[src/rtl/sfbl_pkg.sv]
// Package with constants and types for the SPI flash boot loader
package sfbl_pkg;
    localparam logic [11:0] CTRL_OFFSET      = 12'h000;
    localparam logic [11:0] HDR_OFFSET       = 12'h004;
    localparam logic [11:0] STAT_OFFSET      = 12'h008;
    localparam int          START_BIT        = 0;
    localparam int          STOP_BIT         = 1;
    localparam int          DEST_BIT         = 2;
    localparam int          HSEL_BIT         = 3;
    localparam int          HTRANS0_BIT      = 4;
    localparam int          HTRANS1_BIT      = 5;
    localparam int          HREADY_BIT       = 6;
    localparam int          DMA_PEND_BIT     = 7;
    localparam int          BRG_PEND_BIT     = 8;
    localparam logic [31:0] CTRL_RESET       = 32'h00000000;
    localparam int          ID_MSB           = 31;
    localparam int          ID_LSB           = 24;
    localparam int          DIV_MSB          = 23;
    localparam int          DIV_LSB          = 16;
    localparam int          SIZE_MSB         = 15;
    localparam int          SIZE_LSB         = 0;
    // Required identifier; value is arbitrary
    localparam logic [7:0]  REQUIRED_ID      = 8'h5a;
    localparam logic [2:0]  MAX_ATTEMPTS     = 3'h4;
    localparam int          FRAME_BYTES      = 8;
    localparam int          CLK_HZ           = 125000000;
    localparam int          HDR_SCLK_HZ      = 643900;
    // Half period count of slow header clock, rounded down
    localparam int          HDR_HALF_CYC     = CLK_HZ / (2 * HDR_SCLK_HZ);
    localparam int          RETRY_DELAY_US   = 100;
    localparam int          RETRY_DELAY_CYC  = RETRY_DELAY_US * (CLK_HZ / 1000000);
    localparam logic [7:0]  CMD_READ         = 8'h03;
    localparam logic [7:0]  CMD_DEEP_SLEEP   = 8'hb9;
    localparam logic [23:0] HDR_ADDR         = 24'h000000;
    localparam logic [23:0] IMG_ADDR         = 24'h000004;
    localparam logic [31:0] MEM_BASE         = 32'h20000000;

    typedef struct packed {
        logic [7:0]  devId;
        logic [7:0]  clkDiv;
        logic [15:0] bootSize;
    } sfbl_header_t;

    typedef struct packed {
        logic        valid;
        logic [31:0] addr;
        logic [31:0] data;
    } sfbl_wr_t;

    typedef struct packed {
        logic [7:0] txByte;
        logic       start;
        logic       last;
        logic       isRead;
        logic [8:0] divisor;
    } sfbl_spi_req_t;
endpackage

[src/rtl/sfbl_spi_master.sv]
// Byte-wide SPI mode 0 shift engine on boot flash select line
`timescale 1ns/1ps
module sfbl_spi_master
    import sfbl_pkg::*;
(
    input  wire logic          mclk,
    input  wire logic          rstn,
    input  wire sfbl_spi_req_t req,
    output logic               busy,
    output logic               byteDone,
    output logic [7:0]         rxByte,
    output logic               sclk,
    output logic               mosi,
    input  wire logic          miso,
    output logic               bootFlashSelectLine_n
);
    logic [8:0] divCnt;
    logic [3:0] bitCnt;
    logic [7:0] shReg;
    logic       keepSel;
    wire        tick = (divCnt == 9'h000);

    always_ff @(posedge mclk) begin
        if (!rstn) begin
            divCnt <= 9'h000; bitCnt <= 4'h0; shReg <= 8'h00; busy <= 1'b0;
            byteDone <= 1'b0; rxByte <= 8'h00; sclk <= 1'b0; mosi <= 1'b0;
            bootFlashSelectLine_n <= 1'b1; keepSel <= 1'b0;
        end else begin
            byteDone <= 1'b0;
            if (!busy && !byteDone && req.start) begin
                busy <= 1'b1; shReg <= req.txByte; mosi <= req.txByte[7];
                bitCnt <= 4'h0; divCnt <= req.divisor; keepSel <= !req.last;
                bootFlashSelectLine_n <= 1'b0;
            end else if (busy) begin
                divCnt <= tick ? req.divisor : divCnt - 9'h001;
                if (tick) begin
                    sclk <= !sclk;
                    if (!sclk) begin
                        shReg <= {shReg[6:0], miso};
                    end else begin
                        mosi <= shReg[7];
                        bitCnt <= bitCnt + 4'h1;
                        if (bitCnt == 4'h7) begin
                            busy <= 1'b0; byteDone <= 1'b1; rxByte <= shReg;
                            bootFlashSelectLine_n <= !keepSel;
                        end
                    end
                end
            end
        end
    end
endmodule // sfbl_spi_master

[src/rtl/sfbl_bus_bridge.sv]
// Single-entry bridge from DMA words to a system-bus write master
`timescale 1ns/1ps
module sfbl_bus_bridge
    import sfbl_pkg::*;
(
    input  wire logic        mclk,
    input  wire logic        rstn,
    input  wire sfbl_wr_t    wr,
    output logic             accept,
    output logic             pending,
    output logic             hsel,
    output logic [1:0]       htrans,
    output logic [31:0]      haddr,
    output logic [31:0]      hwdata,
    output logic             hwrite,
    input  wire logic        hready
);
    logic dataPhase;
    logic [31:0] dataHold;
    assign accept = !pending;

    always_ff @(posedge mclk) begin
        if (!rstn) begin
            pending <= 1'b0; dataPhase <= 1'b0; hsel <= 1'b0; htrans <= 2'b00;
            haddr <= 32'h00000000; hwdata <= 32'h00000000; hwrite <= 1'b0;
            dataHold <= 32'h00000000;
        end else begin
            if (wr.valid && !pending) begin
                pending <= 1'b1; hsel <= 1'b1; htrans <= 2'b10; hwrite <= 1'b1;
                haddr <= wr.addr; dataHold <= wr.data;
            end else if (pending && hready) begin
                if (!dataPhase) begin
                    dataPhase <= 1'b1; hwdata <= dataHold;
                    hsel <= 1'b0; htrans <= 2'b00; hwrite <= 1'b0;
                end else begin
                    dataPhase <= 1'b0; pending <= 1'b0;
                end
            end
        end
    end
endmodule // sfbl_bus_bridge

[src/rtl/spi_flash_boot_loader.sv]
// Boot loader state machine with configuration DMA and APB control
//
// Implementation choice: register access over APB.
`timescale 1ns/1ps
module spi_flash_boot_loader
    import sfbl_pkg::*;
(
    input  wire logic        mclk,
    input  wire logic        rstn,
    input  wire logic        psel,
    input  wire logic        penable,
    input  wire logic        pwrite,
    input  wire logic [11:0] paddr,
    input  wire logic [31:0] pwdata,
    output logic [31:0]      prdata,
    output logic             pready,
    output logic             pslverr,
    output logic             sclk,
    output logic             mosi,
    input  wire logic        miso,
    output logic             bootFlashSelectLine_n,
    output logic             hsel,
    output logic [1:0]       htrans,
    output logic [31:0]      haddr,
    output logic [31:0]      hwdata,
    output logic             hwrite,
    input  wire logic        hready,
    output logic             bootDone,
    output logic             bootError
);
    typedef enum {
        ST_HDR_CMD, ST_HDR_DATA, ST_HDR_CHECK, ST_RETRY_WAIT,
        ST_SLEEP_CMD, ST_ERROR, ST_IMG_CMD, ST_IMG_DATA, ST_IMG_DRAIN, ST_IDLE
    } sfbl_state_t;

    function automatic logic [8:0] boot_divisor(input logic [7:0] d);
        boot_divisor = {d, 1'b0};
    endfunction

    sfbl_state_t   state;
    sfbl_header_t  header;
    sfbl_spi_req_t spiReq;
    sfbl_wr_t      wrReq;
    logic [2:0]    attempts;
    logic [2:0]    cmdIdx;
    logic [1:0]    byteIdx;
    logic [31:0]   wordBuf;
    logic [31:0]   wordCnt;
    logic [31:0]   wordTotal;
    logic [31:0]   dstAddr;
    logic [23:0]   retryCnt;
    logic          dmaEnable;
    logic          dmaStop;
    logic          dmaDest;
    logic          pathBusy;
    logic          spiBusy;
    logic          spiByteDone;
    logic [7:0]    spiRx;
    logic          brAccept;
    logic          brPending;
    logic          brHsel;
    logic [1:0]    brHtrans;
    logic          brHwrite;

    wire        apbAccess  = psel && penable;
    wire        ctrlHit    = (paddr == CTRL_OFFSET);
    wire        hdrHit     = (paddr == HDR_OFFSET);
    wire        statHit    = (paddr == STAT_OFFSET);
    wire        ctrlLocked = pathBusy;
    wire        ctrlWrite  = apbAccess && pwrite && ctrlHit && !ctrlLocked;
    wire        idOk       = (header.devId == REQUIRED_ID);
    wire [31:0] ctrlView   = {23'h000000, brPending, (state == ST_IMG_DATA), hready,
                              brHtrans[1], brHtrans[0], brHsel, dmaDest, dmaStop,
                              dmaEnable};
    wire [31:0] statView   = {28'h0000000, attempts, bootError};
    wire [31:0] readMux    = ctrlHit ? (ctrlLocked ? 32'h00000000 : ctrlView) :
                             hdrHit  ? header :
                             statHit ? statView : 32'h00000000;
    wire        badAddr    = !(ctrlHit || hdrHit || statHit);
    wire        imgLast    = (wordCnt == wordTotal);
    wire [31:0] assembled  = {spiRx, wordBuf[31:8]};
    wire        inHeader   = (state == ST_HDR_CMD) || (state == ST_HDR_DATA);
    wire [7:0]  imgCmd     = (cmdIdx == 3'h0) ? CMD_READ :
                             (cmdIdx == 3'h1) ? IMG_ADDR[23:16] :
                             (cmdIdx == 3'h2) ? IMG_ADDR[15:8] : IMG_ADDR[7:0];
    wire [7:0]  hdrCmd     = (cmdIdx == 3'h0) ? CMD_READ :
                             (cmdIdx == 3'h1) ? HDR_ADDR[23:16] :
                             (cmdIdx == 3'h2) ? HDR_ADDR[15:8] : HDR_ADDR[7:0];

    // Slow clock for header and sleep, header-derived clock for image
    always_comb begin
        spiReq.divisor = inHeader || (state == ST_SLEEP_CMD) ?
                         9'(HDR_HALF_CYC - 1) : boot_divisor(header.clkDiv);
        spiReq.isRead  = 1'b1;
        spiReq.start   = 1'b0;
        spiReq.last    = 1'b0;
        spiReq.txByte  = 8'h00;
        case (state)
            ST_HDR_CMD: begin
                spiReq.start  = !spiBusy;
                spiReq.txByte = hdrCmd;
            end
            ST_HDR_DATA: begin
                spiReq.start = !spiBusy;
                spiReq.last  = (byteIdx == 2'h3);
            end
            ST_SLEEP_CMD: begin
                spiReq.start  = !spiBusy && (cmdIdx == 3'h0);
                spiReq.txByte = CMD_DEEP_SLEEP;
                spiReq.last   = 1'b1;
            end
            ST_IMG_CMD: begin
                spiReq.start  = !spiBusy;
                spiReq.txByte = imgCmd;
            end
            ST_IMG_DATA: begin
                spiReq.start = !spiBusy && brAccept && !wrReq.valid;
                spiReq.last  = imgLast && (byteIdx == 2'h3);
            end
            default: begin
                spiReq.start = 1'b0;
            end
        endcase
    end

    always_ff @(posedge mclk) begin
        if (!rstn) begin
            state <= ST_HDR_CMD; header <= '0; attempts <= 3'h0; cmdIdx <= 3'h0;
            byteIdx <= 2'h0; wordBuf <= 32'h00000000; wordCnt <= 32'h00000000;
            wordTotal <= 32'h00000000; dstAddr <= MEM_BASE; retryCnt <= 24'h000000;
            wrReq <= '0; bootDone <= 1'b0; bootError <= 1'b0; pathBusy <= 1'b1;
        end else begin
            wrReq.valid <= 1'b0;
            case (state)
                ST_HDR_CMD: if (spiByteDone) begin
                    cmdIdx <= cmdIdx + 3'h1;
                    if (cmdIdx == 3'h3) begin
                        state <= ST_HDR_DATA;
                        byteIdx <= 2'h0;
                    end
                end
                ST_HDR_DATA: if (spiByteDone) begin
                    header <= {header[23:0], spiRx};
                    byteIdx <= byteIdx + 2'h1;
                    if (byteIdx == 2'h3) begin
                        state <= ST_HDR_CHECK;
                        attempts <= attempts + 3'h1;
                    end
                end
                ST_HDR_CHECK: begin
                    cmdIdx <= 3'h0;
                    if (idOk) begin
                        state <= ST_IMG_CMD;
                        wordTotal <= ({16'h0000, header.bootSize} + 32'h1) *
                                     32'(FRAME_BYTES / 4) - 32'h1;
                        wordCnt <= 32'h00000000;
                        dstAddr <= MEM_BASE;
                    end else if (attempts == MAX_ATTEMPTS) begin
                        state <= ST_SLEEP_CMD;
                    end else begin
                        state <= ST_RETRY_WAIT;
                        retryCnt <= 24'(RETRY_DELAY_CYC - 1);
                    end
                end
                ST_RETRY_WAIT: begin
                    retryCnt <= retryCnt - 24'h000001;
                    if (retryCnt == 24'h000000) begin
                        state <= ST_HDR_CMD;
                    end
                end
                ST_SLEEP_CMD: begin
                    if (!spiBusy && cmdIdx == 3'h0) begin
                        cmdIdx <= 3'h1;
                    end
                    if (spiByteDone) begin
                        state <= ST_ERROR;
                        bootError <= 1'b1;
                        pathBusy <= 1'b0;
                    end
                end
                ST_ERROR: begin
                    state <= ST_ERROR;
                end
                ST_IMG_CMD: if (spiByteDone) begin
                    cmdIdx <= cmdIdx + 3'h1;
                    if (cmdIdx == 3'h3) begin
                        state <= ST_IMG_DATA;
                        byteIdx <= 2'h0;
                    end
                end
                ST_IMG_DATA: if (spiByteDone) begin
                    wordBuf <= assembled;
                    byteIdx <= byteIdx + 2'h1;
                    if (byteIdx == 2'h3) begin
                        wrReq.valid <= 1'b1;
                        wrReq.addr <= dstAddr;
                        wrReq.data <= assembled;
                        dstAddr <= dstAddr + 32'h4;
                        wordCnt <= wordCnt + 32'h1;
                        if (imgLast) begin
                            state <= ST_IMG_DRAIN;
                        end
                    end
                end
                ST_IMG_DRAIN: begin
                    if (!brPending && !wrReq.valid) begin
                        state <= ST_IDLE;
                        bootDone <= 1'b1;
                        pathBusy <= 1'b0;
                    end
                end
                ST_IDLE: begin
                    bootDone <= 1'b1;
                end
                default: begin
                    state <= ST_ERROR;
                end
            endcase
        end
    end

    // Control register and APB slave
    always_ff @(posedge mclk) begin
        if (!rstn) begin
            dmaEnable <= CTRL_RESET[START_BIT];
            dmaStop <= CTRL_RESET[STOP_BIT];
            dmaDest <= CTRL_RESET[DEST_BIT];
            prdata <= 32'h00000000; pready <= 1'b0; pslverr <= 1'b0;
        end else begin
            pready <= psel && !pready;
            pslverr <= psel && !pready && badAddr;
            if (psel && !pready && !pwrite) begin
                prdata <= readMux;
            end
            if (state == ST_IMG_DRAIN && !brPending && !wrReq.valid) begin
                dmaStop <= 1'b1;
                dmaEnable <= 1'b0;
            end else if (ctrlWrite && pready) begin
                if (pwdata[STOP_BIT]) begin
                    dmaStop <= 1'b0;
                    dmaEnable <= 1'b0;
                end else if (pwdata[START_BIT]) begin
                    dmaEnable <= 1'b1;
                end
                dmaDest <= pwdata[DEST_BIT];
            end
        end
    end

    sfbl_spi_master u_spi (
        .mclk                  (mclk),
        .rstn                  (rstn),
        .req                   (spiReq),
        .busy                  (spiBusy),
        .byteDone              (spiByteDone),
        .rxByte                (spiRx),
        .sclk                  (sclk),
        .mosi                  (mosi),
        .miso                  (miso),
        .bootFlashSelectLine_n (bootFlashSelectLine_n)
    );

    sfbl_bus_bridge u_bridge (
        .mclk    (mclk),
        .rstn    (rstn),
        .wr      (wrReq),
        .accept  (brAccept),
        .pending (brPending),
        .hsel    (brHsel),
        .htrans  (brHtrans),
        .haddr   (haddr),
        .hwdata  (hwdata),
        .hwrite  (brHwrite),
        .hready  (hready)
    );

    assign hsel   = brHsel;
    assign htrans = brHtrans;
    assign hwrite = brHwrite;
endmodule // spi_flash_boot_loader

[config.mk]
export PLATFORM = sky130hd
export DESIGN_NAME = spi_flash_boot_loader
export DESIGN_NICKNAME = d
export VERILOG_FILES = /design/src/rtl/sfbl_pkg.sv /design/src/rtl/sfbl_spi_master.sv /design/src/rtl/sfbl_bus_bridge.sv /design/src/rtl/spi_flash_boot_loader.sv
export SDC_FILE = /design/constraint.sdc
export NUM_CORES = 1
export LEC_CHECK = 0
export ABC_AREA = 1
export BUFFER_PORTS_ARGS = -buffer_cell sky130_fd_sc_hd__buf_2
export CAP_MARGIN = 20
export CORE_MARGIN = 5
export CORE_UTILIZATION = 45
export CTS_BUF_LIST = sky130_fd_sc_hd__clkbuf_8
export DETAILED_ROUTE_END_ITERATION = 8
export PLACE_DENSITY = 0.66
export SYNTH_ARGS = -nofsm -noshare
export SYNTH_HDL_FRONTEND = slang
export SYNTH_SLANG_ARGS = --single-unit
[constraint.sdc]
create_clock -name mclk -period 1.65 [get_ports mclk]
set_input_delay 0.33 -clock mclk [delete_from_list [all_inputs] [get_ports mclk]]
set_output_delay 0.33 -clock mclk [all_outputs]
set_load 0.02 [all_outputs]
==> results of run 1 <==
==> cells in the final DEF, fill, tap and decap left out, types with 6 or more instances in the layout <==
cell      count
a21oi_1     237
a21oi_2      44
buf_12       21
buf_2       124
buf_4       299
buf_6        37
clkbuf_8     90
clkinv_2      7
dfxtp_1     368
dfxtp_2      26
dfxtp_4      14
ha_1          7
inv_1       231
inv_2        35
inv_4        11
nand2_1     404
nand2_2      69
nand2_4      38
nand3_1      77
nand3_2      25
nand3_4       6
nand4_1      50
nor2_1      270
nor2_2       44
nor2_4       43
nor3_1       40
nor3_2        8
o21a_1       13
o21ai_0     189
o21ai_1      46
o21ai_2      29
xnor2_1       8
xor2_1       20
==> worst max path at each step <==
| stage | endpoint | startpoint |
|---|---|---|
| after CTS | u_spi.keepSel | cmdIdx[1] |
| after global routing | dstAddr[24] | header[29] |
| after floorplan | u_spi.bootFlashSelectLine_n | u_spi.divCnt[1] |
| after detailed placement | u_spi.keepSel | wordTotal[30] |
| after global placement | u_spi.keepSel | wordTotal[30] |
| final | dstAddr[28] | header[29] |
==> cell usage after synthesis, types with 2 or more instances <==
master / n / share of area
a211oi_1: 3 / 0.0013
a21o_1: 2 / 0.00084
a21oi_1: 282 / 0.079
a31oi_1: 6 / 0.0021
a32o_1: 2 / 0.0011
a41oi_1: 3 / 0.0015
and3_1: 2 / 0.00070
buf_1: 6 / 0.0013
buf_2: 24 / 0.0067
buf_4: 9 / 0.0038
clkbuf_1: 72 / 0.015
dfxtp_1: 408 / 0.46
ha_1: 15 / 0.010
inv_1: 251 / 0.053
inv_2: 16 / 0.0034
nand2_1: 506 / 0.11
nand2_2: 6 / 0.0021
nand2_4: 2 / 0.0013
nand3_1: 104 / 0.029
nand3_2: 4 / 0.0022
nand3b_1: 2 / 0.00084
nand4_1: 50 / 0.017
nor2_1: 339 / 0.071
nor2_2: 16 / 0.0056
nor2_4: 2 / 0.0013
nor3_1: 49 / 0.014
nor3b_1: 3 / 0.0013
nor4_1: 8 / 0.0028
o211ai_1: 5 / 0.0021
o21a_1: 13 / 0.0054
o21ai_0: 254 / 0.071
o21ai_1: 10 / 0.0028
o21bai_1: 3 / 0.0013
o221ai_1: 3 / 0.0015
o31ai_1: 2 / 0.00084
or2_2: 4 / 0.0014
xnor2_1: 11 / 0.0054
xor2_1: 21 / 0.010
==> worst max-delay path, delay by kind of cell (launching register included) <==
family                 cells  cell delay [ps]
buffers and inverters      7              740
AND/OR/NAND/NOR            5              590
flip-flops                 1              320
AO/OA/AOI/OAI              1              100
==> per-stage QoR <==
stage | hold WS (ps) | area [um^2] | TNS [ps] | setup WS (ps) | std cells
after floorplan | 422.1 | 17990 | 0 | 8.776 | 2535
after global placement | 433.3 | 21250 | -19360 | -373.6 | 3376
after detailed placement | 437.2 | 21250 | -27130 | -355.6 | 3376
after CTS | 6.377 | 23350 | -1196 | -91.57 | 3520
after global routing | 16.75 | 25200 | -18000 | -253.1 | 3561
final | 35.71 | 25200 | -6982 | -161.6 | 3561
==> flip-flops by register name (all words and copies together) (netlist names), 30 cells and up <==
name,cells
wrReq,63
header,32
prdata,32
u_bridge.dataHold,32
u_bridge.hwdata,32
wordCnt,32
dstAddr,30
u_bridge.haddr,30
==> layout make-up <==
type                            count  area [um^2]  area share
Clock buffer                       90         1239     0.04916
Clock inverter                     31        210.2    0.008342
Inverter                          268         1065     0.04225
Multi-Input combinational cell   1748         9881      0.3921
Sequential cell                   408         8253      0.3275
Tap cell                          525        656.9     0.02607
Timing Repair Buffer              491         3895      0.1546
==> power groups by stage <==
stage	logic, mW	registers [mW]	clock network [mW]
floorplan	0.530	10.2	0
global placement	0.897	10.2	0
detailed placement	0.918	10.2	0
CTS	0.971	9.95	9.63
global route	1.21	9.95	10.1
finish	1.11	9.95	9.41
==> per-layer routing <==
metal,GRT usage,wire length (um),part of all wire,vias up
li1,-,-,-,9199
met1,0.2858,23460,0.43,8662
met2,0.3855,26610,0.49,398
met3,0.03558,2264,0.042,101
met4,0.07111,1654,0.031,0
met5,0,0,0,-
==> logic make-up (layout without fill, tap and decap cells) <==
family,after synthesis,count (layout),synth area share
xor gates and xnor gates,32,32,0.01565
and+or+nand+nor,1104,1105,0.2613
AOI/OAI and AO/OA,593,593,0.1727
buffers and inverters,380,880,0.08362
other,1,3,0.0002094
adders and majority gates,15,15,0.01048
DFF,408,408,0.4560
==> timing repair <==
| item | in CTS | in global routing |
|---|---|---|
| setup buffers | 17 | 42 |
| endpoints found under the hold margin | 2 | 0 |
| endpoints found under the setup margin | 204 | 241 |
| pin swaps | 41 | 143 |
| gates cloned | 4 | 6 |
| resized for setup | 173 | 452 |
| hold buffers | 2 | 0 |
==> run_results.csv, run 1 <==
group,metric,value,unit
run_status,outcome,"finished, violations left",
run_status,violations,"setup timing",
sta,setup_ws,-161.6,ps
setup_path,worstPathArrival,2360,ps
die,io_pins,158,
logic_synthesis,seq_area_frac_synth,0.4560,
pwr,switching_power,4.902,mW
routing,drc_errors,0,
routing,drt_iter0_drc,942,
sta,fin_crit_sh,1.098,
pwr,peakVddDrop,669.9,uV
pwr,pwr-share-clk,0.460,
placement,port_buffers,125,
logic_synthesis,synth-edff-count,0,
logic_synthesis,syn_inst,2533,
pwr,p_int,15.57,mW
hold_path,min_path_type,"input port to flip-flop",
finish,drive_above_1_share,0.3399,
clocking,clockBufferDepth,3,
clocking,cts.sinks,408,
setup_path,cp_max_fo,6,
logic_synthesis,yosys_register_bits,408,
sta,worst_pin_slew,618.7,ps
clocking,cts.clk_slew.worst_paths,60,ps
setup_path,required,2200,ps
global_routing,grt_overflow,0,
routing,wire_per_inst,15.16,um
placement,place_congestion,0.9364,
sta,setup_violations,106,
sta,fin_crit,1812,ps
setup_path,timing.rr.start,"header[29]",
sta,hold_violations,0,
clocking,htree_levels,3,
logic_synthesis,async_flop_share,0,
placement,post-dp-hpwl,36500,um
finish,diodes,0,
pwr,power,20.47,mW
clocking,cts-root-buf,"clkbuf_8",
sta,slew_headroom,0.5875,
pwr,switching_share,0.2395,
clocking,cts_made_buffers,70,
pwr,powerDensity,812.2,nW/um^2
finish,area_delta_synth_final,40.69,%
global_routing,antenna_found_initial,0,
finish,num-fill-cells,3435,
setup_path,path_class,"flip-flop to flip-flop",
routing,first_pass_iters,5,
die,dieArea,43890,um^2
global_routing,grt_pass1_wl,82900,um
finish,layout.nets,3053,
job,cap_violations,0,
clocking,insertion_delay,640,ps
global_routing,grt_max_degree,81,
die,core_area,39550,um^2
sta,rsz0062_at_grt,"yes",
sta,finClkSkew,40.73,ps
clocking,cts_tree,"built",
setup_path,rr_worst_depth,13,
pwr,combPwrFrac,0.054,
pwr,p_leak,11.05,nW
sta,fmax,552.0,MHz
logic_synthesis,synth_ff_type,"dfxtp_1",
routing,drt-vias-per-instance,5.156,
finish,fin_util,0.6372,
pwr,pwr-share-seq,0.486,
die,dieHeight,209.5,um
die,rows,73,
routing,vias,18360,
logic_synthesis,yosysUniqueCellTypes,53,
hold_path,whs_endpoint,"dmaEnable",
setup_path,cp-end-kind,"flip-flop",
routing,postRouteAntennaNets,0,
routing,routed_wl,53990,um
setup_path,critPathSlowestCell,"dfxtp_2",
hold_path,hp-start,"pwdata[1]",
die,start_util,0.4529,
setup_path,start_kind,"flip-flop",
setup_path,crit_path_frequent_cell,"buf_4",
sta,report.final.slew_viol_count,0,
setup_path,critical-path-max-stage-delay,320,ps
logic_synthesis,avgSynthCellArea,7.071,um^2
hold_path,min_path_cells,4,
setup_path,reg2reg_to,"dstAddr[28]",
global_routing,grt_pass1_vias,17043,
die,die_w,209.5,um
logic_synthesis,yosysWarnings,0,
setup_path,worst-r2r-setup-slack,-160,ps
global_routing,grt.total_usage,0.2229,
logic_synthesis,synth_area,17910,um^2
setup_path,critical_path.cell_chain,"inv_2, nand4_1, nor2_2, nand2_2, nand2_2, buf_12, buf_12, buf_4, buf_8, buf_4, buf_4, nand2_1, a21oi_1",
(Power assumes the default switching activity.)
==> inputs of run 2 (changes only) <==
--- a/config.mk
+++ b/config.mk
@@ -7,12 +7,12 @@
 export LEC_CHECK = 0
 export ABC_AREA = 1
 export BUFFER_PORTS_ARGS = -buffer_cell sky130_fd_sc_hd__buf_2
-export CAP_MARGIN = 20
 export CORE_MARGIN = 5
-export CORE_UTILIZATION = 45
+export CORE_UTILIZATION = 56
 export CTS_BUF_LIST = sky130_fd_sc_hd__clkbuf_8
 export DETAILED_ROUTE_END_ITERATION = 8
-export PLACE_DENSITY = 0.66
+export PLACE_DENSITY = 0.8
+export REMOVE_ABC_BUFFERS = 1
 export SYNTH_ARGS = -nofsm -noshare
 export SYNTH_HDL_FRONTEND = slang
 export SYNTH_SLANG_ARGS = --single-unit
==> run_results.csv, run 2 (synthesis gave the netlist of run 1 again) <==
group,metric,value,unit
global_routing,grt_max_degree,109,
clocking,clockBufferDepth,3,
pwr,pwr-share-seq,0.480,
pwr,switching_power,5.026,mW
routing,drc_errors,0,
routing,wl_met2,27360,um
routing,topRoutingLayerUsed,"met4",
pwr,pwr-share-clk,0.461,
routing,wire_per_inst,16.76,um
sta,rsz0062_at_grt,"yes",
sta,setup_ws,-348.0,ps
routing,first_pass_iters,9,
sta,finClkSkew,35.38,ps
clocking,cts_made_buffers,68,
finish,regMostFlops,"wrReq",
die,die_w,188.8,um
placement,place_congestion,0.9450,
run_status,outcome,"finished, violations left",
placement,post-dp-hpwl,33850,um
die,io_pins,158,
pwr,peakVddDrop,627.6,uV
finish,drive_above_1_share,0.3098,
global_routing,grt_overflow,0,
pwr,combPwrFrac,0.058,
clocking,cts_tree,"built",
sta,fin_crit,1998,ps
global_routing,antenna_found_initial,0,
setup_path,cp-end-kind,"flip-flop",
setup_path,path_class,"flip-flop to flip-flop",
die,rows,65,
clocking,htree_levels,3,
die,dieHeight,188.8,um
routing,drt-vias-per-instance,5.679,
setup_path,required,2160,ps
sta,fin_crit_sh,1.211,
routing,m1WireLength,22620,um
global_routing,grt.total_usage,0.2760,
pwr,switching_share,0.2421,
routing,wl_met3,4913,um
sta,slew_headroom,0.6596,
pwr,p_int,15.73,mW
routing,routed_wl,57430,um
clocking,cts.sinks,408,
pwr,powerDensity,840.5,nW/um^2
pwr,p_leak,10.83,nW
clocking,insertion_delay,620,ps
finish,largest_register_ffs,63,
setup_path,start_kind,"flip-flop",
run_status,violations,"setup timing",
pwr,power,20.76,mW
finish,area_delta_synth_final,37.88,%
placement,port_buffers,125,
die,dieArea,35660,um^2
routing,postRouteAntennaNets,0,
sta,hold_violations,0,
setup_path,cp_max_fo,7,
routing,vias,19463,
job,cap_violations,0,
setup_path,worstPathArrival,2510,ps
finish,layout_commonest_cell,"nand2_1",
finish,final_cell_mix,"nand2_1 (428), dfxtp_1 (382), buf_4 (285)",
sta,setup_violations,134,
clocking,cts.clk_slew.worst_paths,60,ps
routing,drt_iter0_drc,1663,
die,start_util,0.5676,
placement,place_ws,-304.4,ps
die,core_area,31560,um^2
clocking,cts-root-buf,"clkbuf_8",
sta,report.final.slew_viol_count,0,
finish,diodes,0,
sta,fmax,500.5,MHz
global_routing,grt_pass1_wl,84140,um
hold_path,min_path_type,"input port to flip-flop",
global_routing,grt_pass1_vias,17580,
finish,layout.nets,3040,
sta,worst_pin_slew,506.7,ps
-- run 2: cell types whose count changed in the layout (fill, tap and decap cells not counted), moves of 11 or more --
cell / delta
nand2_4: -12
a21oi_2: -19
nand2_2: -15
nand2_1: +24
nor2_2: -12
a21oi_1: +19
buf_4: -14
inv_1: +12
dfxtp_1: +14
nor2_1: +11
-- run 2: final timing paths --
path | endpoint | slack (ps) | depth (start not counted) | start
setup / recovery | wordCnt[26] | -350 | 12 | header[31]
hold / removal | dmaDest | 30 | 3 | pwdata[2]
setup reg to reg | wordCnt[26] | -350 | 12 | header[31]
hold reg to reg | u_bridge.haddr[11] | 450 | 2 | wrReq[43]
-- run 2: worst max-delay path, cell delays in order (launching register included) --
cell     delay [ps]
dfxtp_2         320
inv_2            50
nand4_1         160
nor2_2          220
nand2_2         120
nand2_4         120
buf_12          120
buf_16          130
buf_6           110
nand3_2          60
nor2_2          170
o21ai_1         110
a21oi_1         190
-- run 2: power by group through the flow --
stage / clock network (mW) / logic [mW] / registers [mW]
after CTS: 9.63 / 0.980 / 9.96
final: 9.57 / 1.21 / 9.97
after floorplan: 0 / 0.419 / 10.2
after detailed placement: 0 / 0.841 / 10.2
after global placement: 0 / 0.821 / 10.2
after global routing: 10.2 / 1.30 / 9.97
-- run 2: area by class of cell --
class	instances	area (um^2)
well taps	402	503.0
multi-input cells	1748	9689
inverters	268	1085
flip-flops and latches	408	8210
repair buffers	478	3729
clock inverters	36	295.3
fillers	2031	6859
clock buffers	85	1170
repair inverters	2	15.01
-- run 2: what timing repair did --
action / in CTS / in global routing
setup buffers: 33 / 44
setup endpoints to repair: 198 / 212
hold endpoints to repair: 2 / 0
gates cloned: 5 / 4
pin swaps: 72 / 137
hold buffers: 3 / 0
gates resized for setup: 237 / 306
-- run 2: routing by layer --
metal  global-route usage  vias up
li1                     -     9162
met1               0.3527     9010
met2               0.4724     1063
met3              0.04946      228
met4              0.09501        0
met5                    0        -
-- run 2: per-stage QoR --
stage               instance area [um^2]  cells  hold slack [ps]    util  setup TNS, ps
floorplan                          17430   2423            399.0       -        -456490
global placement                   20810   3226            438.0  0.6594         -13430
detailed placement                 20810   3226            440.1  0.6594         -20990
CTS                                23360   3387            31.77  0.7404          -4123
global route                       24700   3427            70.68  0.7826         -29880
finish                             24700   3427            31.10  0.7826         -16860
